## config.mk

```make
export PLATFORM = sky130hd
export DESIGN_NAME = brgf_regs
export DESIGN_NICKNAME = d
export VERILOG_FILES = /design/src/inc/brgf_pkg.sv /design/src/hdl/brgf_regs.sv
export SDC_FILE = /design/constraint.sdc
export NUM_CORES = 1
export LEC_CHECK = 0
export ABC_CLOCK_PERIOD_IN_PS = 1480
export BUFFER_PORTS_ARGS = -buffer_cell sky130_fd_sc_hd__buf_2
export CAP_MARGIN = 20
export CORE_MARGIN = 3
export CORE_UTILIZATION = 49
export DETAILED_ROUTE_END_ITERATION = 6
export GPL_TIMING_DRIVEN = 0
export PLACE_DENSITY_LB_ADDON = 0.08
export SLEW_MARGIN = 10
export SYNTH_ARGS = -nofsm -noshare
export SYNTH_HDL_FRONTEND = slang
export SYNTH_SLANG_ARGS = --single-unit
export TNS_END_PERCENT = 100
```

## constraint.sdc

```tcl
create_clock -name sys_clk_i -period 1.48 [get_ports sys_clk_i]
set_input_delay 0.296 -clock sys_clk_i [delete_from_list [all_inputs] [get_ports sys_clk_i]]
set_output_delay 0.296 -clock sys_clk_i [all_outputs]
set_load 0.005 [all_outputs]
```

## src/inc/brgf_pkg.sv

```systemverilog
// constants and types for the bridge register file and pin port
package brgf_pkg;
   localparam int NPROG = 4;
   localparam int NPIN = 6;
   localparam int DATA_W = 8;
   localparam logic [2:0] IDX_TYPE = 3'h0;
   localparam logic [2:0] IDX_LEVEL = 3'h1;
   localparam logic [2:0] IDX_DIV = 3'h2;
   localparam logic [2:0] IDX_TO = 3'h3;
   localparam logic [2:0] IDX_RESULT = 3'h4;
   localparam logic [2:0] IDX_ADDR = 3'h5;
   localparam logic [7:0] RST_TYPE = 8'h00;
   localparam logic [7:0] RST_LEVEL = 8'h3f;
   localparam logic [7:0] RST_DIV = 8'h19;
   localparam logic [7:0] RST_TO = 8'hfe;
   localparam logic [7:0] RST_RESULT = 8'hf0;
   localparam logic [7:0] RST_ADDR = 8'h00;
   localparam logic [3:0] RESULT_ONES = 4'hf;
   localparam logic [1:0] LEVEL_RSV = 2'h0;
   localparam logic [1:0] STRONG_CYCLES = 2'h2;
   localparam int TE_BIT = 0;
   localparam int EXT_PIN = 3;
   typedef enum logic [1:0] {
      MODE_QUASI = 2'h0,
      MODE_INPUT = 2'h1,
      MODE_PUSH = 2'h2,
      MODE_ODRAIN = 2'h3
   } brgf_mode_t;
   typedef struct packed {
      logic very_weak_pu;
      logic weak_pu;
      logic strong_pu;
      logic pull_dn;
   } brgf_drive_t;
   typedef struct packed {
      logic [7:0] divider;
      logic [6:0] timeout_value;
      logic timeout_enable;
      logic [6:0] own_address;
   } brgf_bus_cfg_t;
endpackage

```

## src/hdl/brgf_regs.sv

```systemverilog
// register file, avalon slave and programmable pin port of the bridge
//
// Implementation choice: the Avalon-MM interface to the registers.
`timescale 1ns/1ps
// What this block does
// - six byte registers at indices zero to five
// - registers take documented defaults on reset
// - two type bits per programmable pin
// - type codes quasi, input, push-pull, open-drain
// - pins four and five always quasi
// - external clock variant ignores pin three
// - quasi very weak pull-up while latch one
// - quasi weak pull-up needs latch and pin high
// - quasi strong pull-up two cycles on rise
// - quasi latch zero drives firm pull-down
// - open-drain has pull-down only, latch zero
// - push-pull strong high, same pull-down low
// - input-only never drives, sampled through filter
// - level read returns sensed pin levels
// - level write loads latches of output pins
// - own address in bits seven to one
// - result read-only, upper nibble ones
// - time-out bit zero enables time-out
// - reset restores registers and bus logic
// - result read releases the interrupt
module brgf_regs
   import brgf_pkg::*;
#(
   parameter bit EXT_CLOCK_VARIANT = 1'b0
) (
   // clock and reset
   input wire logic sys_clk_i,
   input wire logic arst_n_i,
   // avalon-mm slave
   input wire logic [4:0] avs_address_i,
   input wire logic avs_read_i,
   input wire logic avs_write_i,
   input wire logic [31:0] avs_writedata_i,
   input wire logic [3:0] avs_byteenable_i,
   output logic [31:0] avs_readdata_o,
   output logic avs_waitrequest_o,
   // pin port
   input wire logic [NPIN-1:0] pin_in_i,
   output logic [NPIN-1:0] pin_out_o,
   output logic [NPIN-1:0] pin_oe_o,
   output brgf_drive_t [NPIN-1:0] pin_drive_o,
   // two-wire engine side
   input wire logic result_load_i,
   input wire logic [3:0] result_code_i,
   input wire logic result_irq_i,
   output brgf_bus_cfg_t bus_cfg_o,
   // open-drain interrupt, active low on the wire
   output logic int_o,
   output logic int_oe_o
);

   logic [7:0] pin_type_select;
   logic [NPIN-1:0] pin_latch;
   logic [7:0] bus_clock_divider;
   logic [7:0] bus_timeout;
   logic [3:0] result_code;
   logic [7:0] own_bus_address;
   logic irq_pending;
   logic ack;
   logic [NPIN-1:0] sensed;
   logic [NPIN-1:0] pin_exists;
   logic [NPIN-1:0] pin_is_input;
   logic [NPIN-1:0] latch_rise;
   logic [NPIN-1:0] next_latch;
   brgf_mode_t [NPIN-1:0] pin_mode;
   logic [2:0] idx;
   logic req;
   logic wr_go;
   logic rd_go;
   logic [7:0] rd_mux;
   logic [7:0] wbyte;

   assign idx = avs_address_i[4:2];
   assign req = avs_read_i | avs_write_i;
   assign wr_go = avs_write_i & ack & avs_byteenable_i[0];
   assign rd_go = avs_read_i & ack;
   assign wbyte = avs_writedata_i[7:0];
   // one wait cycle gives a registered read path
   assign avs_waitrequest_o = req & ~ack;

   always_ff @(posedge sys_clk_i or negedge arst_n_i) begin
      if (!arst_n_i) begin
         ack <= 1'b0;
      end else begin
         ack <= req & ~ack;
      end
   end

   always_comb begin
      rd_mux = 8'h00;
      case (idx)
         IDX_TYPE: rd_mux = pin_type_select;
         IDX_LEVEL: rd_mux = {LEVEL_RSV, sensed & pin_exists};
         IDX_DIV: rd_mux = bus_clock_divider;
         IDX_TO: rd_mux = bus_timeout;
         IDX_RESULT: rd_mux = {RESULT_ONES, result_code};
         IDX_ADDR: rd_mux = own_bus_address;
         default: rd_mux = 8'h00;
      endcase
   end

   always_ff @(posedge sys_clk_i or negedge arst_n_i) begin
      if (!arst_n_i) begin
         avs_readdata_o <= 32'h0000_0000;
      end else if (avs_read_i & ~ack) begin
         avs_readdata_o <= {24'h00_0000, rd_mux};
      end
   end

   always_ff @(posedge sys_clk_i or negedge arst_n_i) begin
      if (!arst_n_i) begin
         pin_type_select <= RST_TYPE;
         bus_clock_divider <= RST_DIV;
         bus_timeout <= RST_TO;
         own_bus_address <= RST_ADDR;
      end else if (wr_go) begin
         case (idx)
            IDX_TYPE: pin_type_select <= wbyte;
            IDX_DIV: bus_clock_divider <= wbyte;
            IDX_TO: bus_timeout <= wbyte;
            IDX_ADDR: own_bus_address <= wbyte;
            default: ;
         endcase
      end
   end

   // input-only and absent pins keep their latch
   assign next_latch = (wr_go && idx == IDX_LEVEL) ?
      ((wbyte[NPIN-1:0] & ~pin_is_input & pin_exists) | (pin_latch & (pin_is_input | ~pin_exists))) :
      pin_latch;
   assign latch_rise = next_latch & ~pin_latch;

   always_ff @(posedge sys_clk_i or negedge arst_n_i) begin
      if (!arst_n_i) begin
         pin_latch <= RST_LEVEL[NPIN-1:0];
      end else begin
         pin_latch <= next_latch;
      end
   end

   // result code is written only by the engine
   always_ff @(posedge sys_clk_i or negedge arst_n_i) begin
      if (!arst_n_i) begin
         result_code <= RST_RESULT[3:0];
      end else if (result_load_i) begin
         result_code <= result_code_i;
      end
   end

   // a new event in the clearing cycle wins
   always_ff @(posedge sys_clk_i or negedge arst_n_i) begin
      if (!arst_n_i) begin
         irq_pending <= 1'b0;
      end else if (result_load_i & result_irq_i) begin
         irq_pending <= 1'b1;
      end else if (rd_go && idx == IDX_RESULT) begin
         irq_pending <= 1'b0;
      end
   end

   assign int_o = 1'b0;
   assign int_oe_o = irq_pending;

   assign bus_cfg_o.divider = bus_clock_divider;
   assign bus_cfg_o.timeout_value = bus_timeout[7:1];
   assign bus_cfg_o.timeout_enable = bus_timeout[TE_BIT];
   assign bus_cfg_o.own_address = own_bus_address[7:1];

   genvar i;
   generate
      for (i = 0; i < NPIN; i++) begin : g_pin
         logic samp;
         logic [1:0] strong_cnt;
         brgf_drive_t drv;

         if (i < NPROG) begin : g_prog
            assign pin_mode[i] = brgf_mode_t'(pin_type_select[2*i+1 -: 2]);
            assign pin_exists[i] = !(EXT_CLOCK_VARIANT && i == EXT_PIN);
         end else begin : g_fixed
            assign pin_mode[i] = MODE_QUASI;
            assign pin_exists[i] = 1'b1;
         end
         assign pin_is_input[i] = (pin_mode[i] == MODE_INPUT);

         // glitch filter: a level must hold two samples
         always_ff @(posedge sys_clk_i or negedge arst_n_i) begin
            if (!arst_n_i) begin
               samp <= 1'b1;
               sensed[i] <= 1'b1;
            end else begin
               samp <= pin_in_i[i];
               if (samp == pin_in_i[i]) begin
                  sensed[i] <= samp;
               end
            end
         end

         always_ff @(posedge sys_clk_i or negedge arst_n_i) begin
            if (!arst_n_i) begin
               strong_cnt <= 2'h0;
            end else if (latch_rise[i] && pin_mode[i] == MODE_QUASI) begin
               strong_cnt <= STRONG_CYCLES;
            end else if (strong_cnt != 2'h0) begin
               strong_cnt <= strong_cnt - 2'h1;
            end
         end

         always_comb begin
            drv = '0;
            if (pin_exists[i]) begin
               case (pin_mode[i])
                  MODE_QUASI: begin
                     drv.very_weak_pu = pin_latch[i];
                     drv.weak_pu = pin_latch[i] & sensed[i];
                     drv.strong_pu = (strong_cnt != 2'h0);
                     drv.pull_dn = ~pin_latch[i];
                  end
                  MODE_PUSH: begin
                     drv.strong_pu = pin_latch[i];
                     drv.pull_dn = ~pin_latch[i];
                  end
                  MODE_ODRAIN: begin
                     drv.pull_dn = ~pin_latch[i];
                  end
                  default: drv = '0;
               endcase
            end
         end

         assign pin_drive_o[i] = drv;
         assign pin_out_o[i] = drv.strong_pu;
         assign pin_oe_o[i] = drv.strong_pu | drv.pull_dn;

         strong_pulse_a: assert property (
            @(posedge sys_clk_i) disable iff (!arst_n_i)
            (latch_rise[i] && pin_mode[i] == MODE_QUASI && pin_exists[i])
            |=> drv.strong_pu [*2] ##1 !drv.strong_pu
         ) else $error("strong pull-up not two cycles");

         weak_pullup_a: assert property (
            @(posedge sys_clk_i) disable iff (!arst_n_i)
            (pin_mode[i] == MODE_QUASI && pin_exists[i] && pin_latch[i] && !sensed[i])
            |-> !drv.weak_pu && drv.very_weak_pu
         ) else $error("weak pull-up on with pin held low");

         odrain_pull_a: assert property (
            @(posedge sys_clk_i) disable iff (!arst_n_i)
            (pin_mode[i] == MODE_ODRAIN && pin_exists[i])
            |-> !(drv.very_weak_pu | drv.weak_pu | drv.strong_pu) && (drv.pull_dn == !pin_latch[i])
         ) else $error("open-drain drive wrong");

         input_nodrive_a: assert property (
            @(posedge sys_clk_i) disable iff (!arst_n_i)
            (pin_mode[i] == MODE_INPUT) |-> !pin_oe_o[i] && drv == '0
         ) else $error("input-only pin driven");

         push_level_a: assert property (
            @(posedge sys_clk_i) disable iff (!arst_n_i)
            (pin_mode[i] == MODE_PUSH && pin_exists[i])
            |-> pin_oe_o[i] && pin_out_o[i] == pin_latch[i]
         ) else $error("push-pull level wrong");

         glitch_filter_a: assert property (
            @(posedge sys_clk_i) disable iff (!arst_n_i)
            (pin_in_i[i] != sensed[i]) ##1 (pin_in_i[i] != $past(pin_in_i[i]))
            |=> $stable(sensed[i])
         ) else $error("one-sample glitch reached sensed level");
      end
   endgenerate

   fixed_quasi_a: assert property (
      @(posedge sys_clk_i) disable iff (!arst_n_i)
      wr_go && idx == IDX_TYPE |=> pin_mode[4] == MODE_QUASI && pin_mode[5] == MODE_QUASI
   ) else $error("fixed pin left quasi mode");

   ext_pin_off_a: assert property (
      @(posedge sys_clk_i) disable iff (!arst_n_i)
      EXT_CLOCK_VARIANT |-> pin_drive_o[EXT_PIN] == '0 && !pin_oe_o[EXT_PIN]
   ) else $error("absent pin driven");

   level_read_a: assert property (
      @(posedge sys_clk_i) disable iff (!arst_n_i)
      (avs_read_i && !ack && idx == IDX_LEVEL)
      |=> avs_readdata_o[7:6] == LEVEL_RSV && avs_readdata_o[5:0] == $past(sensed & pin_exists)
   ) else $error("level read wrong");

   result_ro_a: assert property (
      @(posedge sys_clk_i) disable iff (!arst_n_i)
      (wr_go && idx == IDX_RESULT && !result_load_i) |=> $stable(result_code)
   ) else $error("result code changed by host write");

   result_ones_a: assert property (
      @(posedge sys_clk_i) disable iff (!arst_n_i)
      (avs_read_i && !ack && idx == IDX_RESULT) |=> avs_readdata_o[7:4] == RESULT_ONES
   ) else $error("result upper nibble not ones");

   irq_clear_a: assert property (
      @(posedge sys_clk_i) disable iff (!arst_n_i)
      (rd_go && idx == IDX_RESULT && !(result_load_i && result_irq_i)) |=> !int_oe_o
   ) else $error("interrupt not released by result read");

   level_write_a: assert property (
      @(posedge sys_clk_i) disable iff (!arst_n_i)
      (wr_go && idx == IDX_LEVEL && pin_mode[0] != MODE_INPUT)
      |=> pin_latch[0] == $past(wbyte[0]) && pin_latch[5] == $past(wbyte[5])
   ) else $error("latch not loaded from level write");

   div_write_a: assert property (
      @(posedge sys_clk_i) disable iff (!arst_n_i)
      (wr_go && idx == IDX_DIV) |=> bus_cfg_o.divider == $past(wbyte)
   ) else $error("divider write lost");

   wait_one_a: assert property (
      @(posedge sys_clk_i) disable iff (!arst_n_i)
      (req && !ack) |=> !avs_waitrequest_o
   ) else $error("waitrequest held too long");
endmodule

```

After elaboration in Yosys (flattened, before gate mapping) --
Cells that the tools add are included.
Operators by class: add/subtract/negate cells 6, equality and inequality tests 23, muxes and demuxes 28, bitwise gates (word level) 32, reductions and logical operators 32
Operators by type and width (number):
- 8-bit one-hot mux with 6 select lines | 1
- 2-bit two-way mux | 16
- 2-bit nonzero test | 13
- 2-bit equality test (second input constant) | 8
- 1-bit bitwise AND | 12
- 6-bit bitwise AND | 2
- 3-bit OR reduction | 4
- 2-bit by 1-bit subtractor with 2-bit output (second input constant) | 6
- 2-bit by 1-bit equality test with 1-bit output (second input constant) | 4
- 2-bit zero test | 4
- 1-bit one-hot mux with 2 select lines | 4
- 2-bit AND reduction | 4
- 1-bit inverter | 7
- 1-bit OR | 7
- 6-bit by 4-bit bitwise AND with 6-bit output | 1
- 1-bit equality test | 6
- 3-bit by 2-bit equality test with 1-bit output (second input constant) | 2
- 3-bit equality test (second input constant) | 2
- 1-bit logical AND | 6
- 1-bit two-way mux | 6
- 6-bit two-way mux | 1
- 4-bit inverter with 6-bit output | 1
- 6-bit inverter | 1
- 6-bit OR | 1
- 2 further kinds | 2
Word-level totals: register bits after elaboration 76, input bits 57, output and inout port bits 94, logic and storage cells 148

Depth between registers and ports, before layout --
Gate-level depths: netlist of run 1.
depth in word-level cells 8, mapped depth 6, mapped depth without buffers 5

Worst setup path before layout of run 1 --
No wires, ideal clock.
path type register -> output, start register g_pin[3].strong_cnt[0], end output port pin_out_o[3], arrival 1113 ps, required time 1184 ps, slack 71 ps, stages on the path, launching flop included 6, path buffers 1, path through dfrtp_1 > inv_1 > ha_1 > a21o_1 > a21oi_1 > buf_4
RTL lines:
- from (decl) | RTL line brgf_regs.sv:178 | logic [1:0] strong_cnt;
- from (signal assigned) | RTL line brgf_regs.sv:209 | strong_cnt <= strong_cnt - 2'h1;
- to (decl) | RTL line brgf_regs.sv:44 | output logic [NPIN-1:0] pin_out_o,

Final worst setup path of run 1 --
start register g_pin[3].strong_cnt[0], end output port pin_out_o[3]
Between the ends: longest elaborated chain between the ends 2
RTL lines:
- 2-bit nonzero test | RTL line brgf_regs.sv:220 | drv.strong_pu = (strong_cnt != 2'h0);
- 1-bit one-hot mux with 2 select lines | RTL line brgf_regs.sv:216 | case (pin_mode[i])
No other way between the ends.

==> results of run 1 <==
==> final timing paths <==
path / depth (start not counted) / endpoint / slack [ns] / startpoint
hold reg to reg: 1 / int_oe_o$_DFFE_PN0P_ / 0.50 / int_oe_o$_DFFE_PN0P_
setup reg to reg: 3 / own_bus_address[0]$_DFFE_PN0P_ / 0.03 / ack$_DFF_PN0_
max in group asynchronous: 3 / bus_timeout[2]$_DFFE_PN1P_ / 0.46 / arst_n_i
hold / removal: 1 / g_pin[5].samp$_DFF_PN1_ / 0.06 / pin_in_i[5]
min in group asynchronous: 2 / g_pin[3].strong_cnt[0]$_DFFE_PN0P_ / 0.40 / arst_n_i
setup / recovery: 6 / pin_out_o[3] / -0.26 / g_pin[3].strong_cnt[0]$_DFFE_PN0P_
==> through the flow <==
stage / util / setup slack, ns / cells
after CTS: 0.673 / -0.325 / 614
final: 0.708 / -0.255 / 629
after floorplan: - / 0.0713 / 380
after global placement: 0.598 / -0.386 / 576
after global routing: 0.708 / -0.332 / 629
after detailed placement: 0.602 / -0.168 / 577
==> power groups by stage <==
| stage | Combinational [mW] | Sequential [mW] | Clock, mW |
|---|---|---|---|
| 5_1_grt | 3.99 | 3.20 | 1.95 |
| 3_5_place_dp | 2.60 | 3.10 | 0 |
| 2_1_floorplan | 1.70 | 3.01 | 0 |
| 4_1_cts | 3.14 | 3.08 | 1.88 |
| 3_3_place_gp | 2.47 | 3.07 | 0 |
| 6_report | 3.60 | 3.13 | 1.84 |
==> logic make-up (layout without fill, tap and decap cells) <==
logic type               count (synthesis)  count (layout)  synth area share
XOR/XNOR                                 6               6            0.0133
buffers and inverters                   72             219             0.115
adder cells (fa/ha/maj)                 12              12            0.0342
other                                    1              25          0.000948
flip-flops                              76              76             0.490
AO/OA/AOI/OAI                           51              51            0.0829
multiplexers                            53              53             0.148
AND/OR/NAND/NOR                         85              85             0.117
==> registers in the layout, indices dropped and copies added (netlist names) <==
name and cells:
g_pin.strong_cnt 12, pin_latch 6, bus_timeout 8, bus_clock_divider 8, ack 1, g_pin.samp 6, own_bus_address 8, result_code 4
sensed 6, avs_readdata_o 8, pin_type_select 8, int_oe_o 1
==> cell type report <==
type | count | area [um2] | area share
clock buffers | 12 | 165 | 0.0300
repair buffers | 134 | 873 | 0.159
flip-flops and latches | 76 | 1950 | 0.354
plain buffers | 49 | 355 | 0.0646
inverters | 20 | 75.1 | 0.0137
clock inverters | 4 | 70.1 | 0.0127
well taps | 102 | 128 | 0.0232
multi-input cells | 232 | 1880 | 0.343
==> cells in the mapped netlist (all sizes together) (2+ instances only) <==
library cell	instances	area, um2
a21oi	12	60.1
a31o	2	17.5
a31oi	7	43.8
and2	8	50.1
and3	4	25.0
buf	50	370
clkbuf	2	7.51
dfrtp	48	1200
dfstp	28	736
ha	6	75.1
inv	20	75.1
maj3	6	60.1
mux2	43	484
mux2i	10	100
nand2	13	51.3
nand2b	7	51.3
nand4	3	18.8
nand4b	3	26.3
nor2	32	123
nor2b	8	52.6
nor3	3	26.3
o211ai	2	15.0
o21ai	10	50.1
o22a	2	17.5
o22ai	5	31.3
o31ai	2	15.0
xnor2	3	26.3
xor2	3	26.3
==> critical path, stage by stage, from the launching register on <==
cell and delay [ns]:
dfrtp_1 0.39, inv_2 0.06, ha_4 0.16, a21o_1 0.17, a21oi_2 0.12, buf_4 0.12
buf_6 0.08
==> routing by layer <==
| metal | part of all wire | vias up | GRT usage | wire [um] |
|---|---|---|---|---|
| li1 | - | 1499 | - | - |
| met5 | 0 | - | 0 | 0 |
| met3 | 0.070 | 12 | 0.0360 | 702 |
| met1 | 0.42 | 1545 | 0.292 | 4170 |
| met4 | 0.012 | 0 | 0.0782 | 118 |
| met2 | 0.50 | 122 | 0.336 | 5000 |
==> cells in the final DEF (no fill, tap or decap), types with 3 or more instances in the layout <==
| cell | count |
|---|---|
| nor2_4 | 5 |
| and2_1 | 8 |
| mux2i_1 | 10 |
| nand2_1 | 12 |
| inv_2 | 13 |
| dfstp_2 | 28 |
| mux2_4 | 15 |
| nor2b_1 | 3 |
| and3_1 | 3 |
| mux2_2 | 28 |
| nand4b_1 | 3 |
| xor2_1 | 3 |
| xnor2_1 | 3 |
| nand4_1 | 3 |
| o22ai_1 | 5 |
| dfrtp_1 | 40 |
| a31oi_1 | 7 |
| buf_6 | 11 |
| nor2_1 | 25 |
| clkbuf_8 | 12 |
| ha_4 | 5 |
| maj3_1 | 6 |
| dfrtp_2 | 8 |
| buf_4 | 75 |
| conb_1 | 25 |
| buf_2 | 91 |
| a21oi_1 | 8 |
| nor2b_4 | 5 |
| inv_1 | 7 |
| o21ai_0 | 10 |
| nand2b_1 | 5 |
| a21oi_2 | 4 |
==> repair_timing <==
action                     in CTS  in global routing
hold buffers                    1                  0
resized for setup              43                 46
setup endpoints to repair      58                 57
hold endpoints to repair       16                  0
setup buffers                  22                 16
pin swaps                      18                 17
==> impl_metrics.json, run 1 <==
{
  "gp_congestion": 0.756,
  "avgSynthCellArea_um2": 11.1,
  "crit_required_ns": 1.18,
  "powerDensity_nw_per_um2": 1560,
  "switching_power_mw": 2.63,
  "final_nets": 585,
  "cts_tree": "yes",
  "io_pins": 151,
  "drive_gt1_frac": 0.609,
  "fin_crit_sh": 1.17,
  "clkPwrFrac": 0.215,
  "path_class": "register to output pin",
  "grt_use_total": 0.212,
  "cp_max_fo": 2,
  "die_w_um": 95.8,
  "hpwl_um": 6710,
  "cts-root-buf": "clkbuf_8",
  "start_kind": "register",
  "fmax_mhz": 576,
  "cts_buffer_depth": 2,
  "firstDrtPassIters": 4,
  "htreeDepth": 3,
  "yosysSeqAreaShare": 0.490,
  "async_flop_share": 1.00,
  "yosys.cell_types.count": 49,
  "synthCells": 356,
  "cap_viol_max_count": 0,
  "vias_per_cell": 5.05,
  "power_leakage_nw": 2.67,
  "grt_max_degree": 50,
  "cts.clk_slew.worst_paths_ns": 0.08,
  "antenna_left": 0,
  "clock_sinks": 76,
  "ys_ff_latch": 76,
  "cp-end-kind": "output pin",
  "n_fill_cell": 602,
  "antenna_found_initial": 0,
  "fin_ws_ns": -0.255,
  "hold_viol_final": 0,
  "core_um2": 7770,
  "rows": 32,
  "hp-class": "primary input to register",
  "routed_wl_um": 9990,
  "wl_per_cell_um": 15.9,
  "intPower_mw": 5.94,
  "yosysWarnings": 0,
  "setup_viol": 19,
  "clkLatencyLatePin_ns": 0.34,
  "area_growth_syn_to_layout_pct": 39.0,
  "ir_drop_v": 0.000970,
  "switching_share": 0.307,
  "total_power_mw": 8.57,
  "pwr-share-comb": 0.420,
  "placedInstanceArea_um2": 4670,
  "cts_inserted_buffers": 9,
  "synth_edf_count": 0,
  "crit_arrival_ns": 1.44,
  "ys.flop_type": "dfrtp_1",
  "finalClockSkew_ns": 0.00787,
  "vias": 3178,
  "remaining_drc_errors": 0,
  "n_antenna_cell": 0,
  "fp.dieH_um": 95.8,
  "grt_pass1_vias": 2862,
  "pwr-share-seq": 0.365,
  "grt_pass1_wl_um": 14600,
  "dieArea_um2": 9190,
  "start_util": 0.509,
  "netlist_area_um2": 3960,
  "min_period_ns": 1.74,
  "rsz0062_at_grt": "yes",
  "port_buffers": 94,
  "outcome": "finished, violations left",
  "failed_checks": "setup timing",
  "drt_first_iter_violations": 130,
  "final_cell_area_um2": 5500,
  "setup_tns_ns": -2.52,
  "whs_ns": 0.0579,
  "maxSlewViolCount": 0,
  "grt_overflow": 0
}
(Power assumes the default switching activity.)
==> run 2, diff against run 1 <==
- CORE_UTILIZATION: 49 -> 50
- CTS_BUF_LIST: default -> sky130_fd_sc_hd__clkbuf_4
==> impl_metrics.json, run 2 (synthesis gave the netlist of run 1 again) <==
{
  "crit_required_ns": 1.18,
  "hold_viol_final": 0,
  "min_period_ns": 1.86,
  "setup_viol": 33,
  "port_buffers": 94,
  "intPower_mw": 5.68,
  "antenna_found_initial": 0,
  "vias": 3207,
  "layout_commonest_cell": "buf_2",
  "path_class": "register to output pin",
  "antenna_left": 0,
  "hpwl_um": 6620,
  "switching_power_mw": 2.65,
  "met2_length_um": 4910,
  "core_um2": 7450,
  "htreeDepth": 3,
  "dieArea_um2": 9010,
  "postLayoutCoreUtil": 0.751,
  "outcome": "finished, violations left",
  "clock_sinks": 76,
  "final_cell_mix": "buf_2 (84), buf_4 (74), dfrtp_1 (40)",
  "final_nets": 598,
  "crit_arrival_ns": 1.56,
  "finalClockSkew_ns": 0.0108,
  "grt_max_degree": 52,
  "hp-class": "primary input to register",
  "wl_per_cell_um": 15.9,
  "grt_pass1_wl_um": 15000,
  "routed_wl_um": 10200,
  "firstDrtPassIters": 4,
  "drive_gt1_frac": 0.611,
  "cts-root-buf": "clkbuf_4",
  "cts.clk_slew.worst_paths_ns": 0.12,
  "area_growth_syn_to_layout_pct": 41.4,
  "gp_congestion": 0.806,
  "min_from": "result_code_i[3]",
  "cts_buffer_depth": 2,
  "placedInstanceArea_um2": 4670,
  "total_power_mw": 8.33,
  "rows": 31,
  "ir_drop_v": 0.00114,
  "cap_viol_max_count": 0,
  "grt_overflow": 0,
  "hold_depth": 2,
  "setup_tns_ns": -5.65,
  "fin_crit_sh": 1.26,
  "switching_share": 0.318,
  "rsz0062_at_grt": "yes",
  "fin_ws_ns": -0.378,
  "start_util": 0.531,
  "clkLatencyLatePin_ns": 0.42,
  "start_kind": "register",
  "cp-end-kind": "output pin",
  "hold-path-endpoint": "result_code[3]$_DFFE_PN0P_",
  "cts_tree": "yes",
  "reg2reg_to": "own_bus_address[7]$_DFFE_PN0P_",
  "fmax_mhz": 538,
  "rrSetupSlack_ns": 0,
  "regMostFlops": "g_pin.strong_cnt",
  "pwr-share-seq": 0.375,
  "final_cell_area_um2": 5590,
  "maxSlewViolCount": 0,
  "remaining_drc_errors": 0,
  "clkPwrFrac": 0.165,
  "drt_first_iter_violations": 115,
  "cts_inserted_buffers": 9,
  "io_pins": 151,
  "m1WireLength_um": 4260,
  "top_layer": "met4",
  "r2r-start": "ack$_DFF_PN0_",
  "powerDensity_nw_per_um2": 1490,
  "whs_ns": 0.104,
  "grt_pass1_vias": 2973,
  "cp_max_fo": 2,
  "failed_checks": "setup timing",
  "fp.dieH_um": 94.9,
  "met3RoutedLength_um": 850,
  "die_w_um": 94.9,
  "r2r_cells": 3,
  "n_antenna_cell": 0,
  "pwr-share-comb": 0.459,
  "vias_per_cell": 5.02,
  "grt_use_total": 0.219,
  "power_leakage_nw": 2.72,
  "largest_reg_flops": 12
}
-- run 2: what timing repair did --
item                       CTS  global route
hold endpoints to repair    18             0
pin swaps                   21            16
hold buffers                 7             0
gates resized for setup     61            51
setup endpoints to repair   57            62
setup buffers               30            14
-- run 2: worst max-delay path: stages, from the launching register on --
cell and delay (ns):
dfrtp_1 0.37, inv_1 0.05, ha_2 0.18, a21o_1 0.18
a21oi_2 0.15, buf_4 0.13, buf_6 0.08
-- run 2: through the flow --
| stage | std cells | worst slack, ns |
|---|---|---|
| after floorplan | 380 | 0.0713 |
| after global placement | 573 | -0.372 |
| after CTS | 627 | -0.387 |
| after detailed placement | 574 | -0.168 |
| after global routing | 639 | -0.447 |
| final | 639 | -0.378 |
-- run 2: layout make-up --
cell class              instances  area, um2
plain buffers                  51        383
flip-flops and latches         76       1950
repair buffers                145       1010
clock inverters                 7       81.3
inverters                      20       80.1
fillers                       515       1850
multi-input cells             232       1900
clock buffers                   9       67.6
well taps                      99        124
-- run 2: power groups by stage --
stage	Clock (mW)	Sequential, mW	Combinational (mW)
4_1_cts	1.40	3.08	3.37
2_1_floorplan	0	3.01	1.70
3_5_place_dp	0	3.10	2.56
3_3_place_gp	0	3.07	2.47
6_report	1.38	3.13	3.83
5_1_grt	1.49	3.19	4.21
-- run 2: worst max-delay path by stage --
stage                                                  start  slack [ns]  cells after the start                                 end
after floorplan           g_pin[3].strong_cnt[0]$_DFFE_PN0P_        0.07                      5                        pin_out_o[3]
after global placement                              arst_n_i       -0.37                      1  g_pin[5].strong_cnt[0]$_DFFE_PN0P_
after detailed placement                    avs_address_i[3]       -0.17                      4    bus_clock_divider[5]$_DFFE_PN0P_
after CTS                 g_pin[1].strong_cnt[1]$_DFFE_PN0P_       -0.39                      7                        pin_out_o[1]
after global routing      g_pin[3].strong_cnt[1]$_DFFE_PN0P_       -0.45                      6                        pin_out_o[3]
final                     g_pin[3].strong_cnt[1]$_DFFE_PN0P_       -0.38                      6                        pin_out_o[3]
-- run 2: layer usage --
layer,GRT usage,up-vias
met5,0,-
met4,0.0757,0
met3,0.0382,12
met2,0.358,120
met1,0.294,1539
li1,-,1536
==> run 3, diff against run 2 <==
- CORE_MARGIN: 3 -> default
==> impl_metrics.json, run 3 (synthesis gave the netlist of run 1 again) <==
{
  "wl_per_cell_um": 15.2,
  "pwr-share-seq": 0.388,
  "intPower_mw": 5.42,
  "fp.dieH_um": 90.9,
  "cp-end-kind": "output pin",
  "antenna_found_initial": 0,
  "hp-class": "primary input to register",
  "regMostFlops": "g_pin.strong_cnt",
  "setup_tns_ns": -5.72,
  "gp_congestion": 0.777,
  "total_power_mw": 8.09,
  "maxSlewViolCount": 0,
  "start_util": 0.514,
  "largest_reg_flops": 12,
  "switching_share": 0.330,
  "pwr-share-comb": 0.484,
  "crit_required_ns": 1.18,
  "antenna_left": 0,
  "area_growth_syn_to_layout_pct": 41.9,
  "clkLatencyLatePin_ns": 0.43,
  "crit_chain": "inv_2 > ha_4 > nor2_2 > a21oi_2 > nor2_1 > buf_4 > buf_6",
  "routed_wl_um": 9880,
  "fmax_mhz": 547,
  "die_w_um": 90.9,
  "hpwl_um": 6310,
  "fin_crit_sh": 1.24,
  "switching_power_mw": 2.67,
  "multiInputGateArea_um2": 1920,
  "cts.clk_slew.worst_paths_ns": 0.12,
  "firstDrtPassIters": 5,
  "rows": 32,
  "regArea_um2": 1950,
  "n_fill_cell": 582,
  "start_kind": "register",
  "setup_viol": 45,
  "cts_buffer_depth": 2,
  "finalClockSkew_ns": 0.0102,
  "dieArea_um2": 8270,
  "drt_first_iter_violations": 234,
  "grt_pass1_vias": 3097,
  "n_antenna_cell": 0,
  "outcome": "finished, violations left",
  "final_cell_mix": "buf_2 (86), buf_4 (77), dfrtp_1 (41)",
  "cts_tree": "yes",
  "rsz0062_at_grt": "yes",
  "power_leakage_nw": 2.73,
  "failed_checks": "setup timing",
  "io_pins": 151,
  "port_buffers": 94,
  "layout_commonest_cell": "buf_2",
  "critPathMaxStageDelay_ns": 0.42,
  "grt_use_total": 0.242,
  "clock_sinks": 76,
  "path_class": "register to output pin",
  "hold_viol_final": 0,
  "cap_viol_max_count": 0,
  "drive_gt1_frac": 0.625,
  "remaining_drc_errors": 0,
  "grt_pass1_wl_um": 15300,
  "grt_overflow": 0,
  "vias_per_cell": 5.04,
  "worst_pin_slew_ns": 0.516,
  "powerDensity_nw_per_um2": 1440,
  "cts-root-buf": "clkbuf_4",
  "vias": 3264,
  "ir_drop_v": 0.000972,
  "fin_ws_ns": -0.349,
  "relSlewSlack": 0.656,
  "crit_arrival_ns": 1.53,
  "core_um2": 7690,
  "clkPwrFrac": 0.128,
  "grt_max_degree": 40,
  "final_nets": 604,
  "min_period_ns": 1.83,
  "htreeDepth": 3,
  "cp_max_fo": 2,
  "cts_inserted_buffers": 9,
  "cpMaxStageDelayCell": "dfrtp_1"
}
## run 3: changes by cell type in the layout (fill, tap and decap cells not counted), moves of 3 or more
cell	change
buf_4	+3
inv_1	-4
inv_2	+6
mux2_4	+3
mux2_2	-3
## run 3: final cells by class
class | count | share of cell area
clock inverter | 7 | 0.00602
buffer | 51 | 0.0682
timing repair buffer | 151 | 0.189
sequential | 76 | 0.347
tap | 102 | 0.0227
clock buffer | 9 | 0.0120
inverter | 20 | 0.0134
multi-input combinational | 232 | 0.342
## run 3: worst paths after layout
check,slack (ns),depth (start not counted),startpoint,endpoint
min,0.09,2,result_irq_i,int_oe_o$_DFFE_PN0P_
max in group asynchronous,0.46,3,arst_n_i,sensed[0]$_DFFE_PN1N_
max reg2reg,-0.02,5,ack$_DFF_PN0_,bus_timeout[0]$_DFFE_PN0P_
max,-0.35,7,g_pin[1].strong_cnt[0]$_DFFE_PN0P_,pin_out_o[1]
min in group asynchronous,0.36,2,arst_n_i,g_pin[3].strong_cnt[0]$_DFFE_PN0P_
min reg2reg,0.51,2,g_pin[3].strong_cnt[1]$_DFFE_PN0P_,g_pin[3].strong_cnt[1]$_DFFE_PN0P_
## run 3: stage by stage
step / util / cell area (um2) / cells / hold slack [ns] / setup WS (ns)
5_1_grt: 0.730 / 5610 / 648 / 0.0934 / -0.423
3_5_place_dp: 0.607 / 4670 / 577 / 0.298 / -0.175
2_1_floorplan: - / 4050 / 380 / 0.000409 / 0.0713
6_report: 0.730 / 5610 / 648 / 0.0936 / -0.349
4_1_cts: 0.692 / 5320 / 637 / 0.0860 / -0.387
3_3_place_gp: 0.604 / 4640 / 576 / 0.413 / -0.352
## run 3: per-layer routing
layer	global-route usage	wire [um]	vias to the layer above
met5	0	0	-
met4	0.104	270	0
met3	0.0477	577	23
met2	0.389	4640	112
met1	0.319	4390	1591
li1	-	-	1538
## run 3: critical path, delay by kind of cell, from the launching register on
kind / cells / cell delay, ns
flip-flops: 1 / 0.42
AND/OR/NAND/NOR: 2 / 0.11
buffers and inverters: 3 / 0.31
adder cells (fa/ha/maj): 1 / 0.13
AO/OA/AOI/OAI: 1 / 0.14
## run 3: what timing repair did
action / in CTS / in global routing
setup buffers: 39 / 14
resized for setup: 58 / 60
pin swaps: 20 / 25
endpoints found under the hold margin: 27 / 0
hold buffers: 7 / 0
endpoints found under the setup margin: 59 / 64
## run 3: power groups by stage
stage,Clock (mW),Sequential [mW],Combinational (mW)
after floorplan,0,3.01,1.70
after global placement,0,3.08,2.45
after detailed placement,0,3.09,2.55
after CTS,1.06,3.07,3.40
after global routing,1.14,3.20,4.32
final,1.04,3.14,3.92
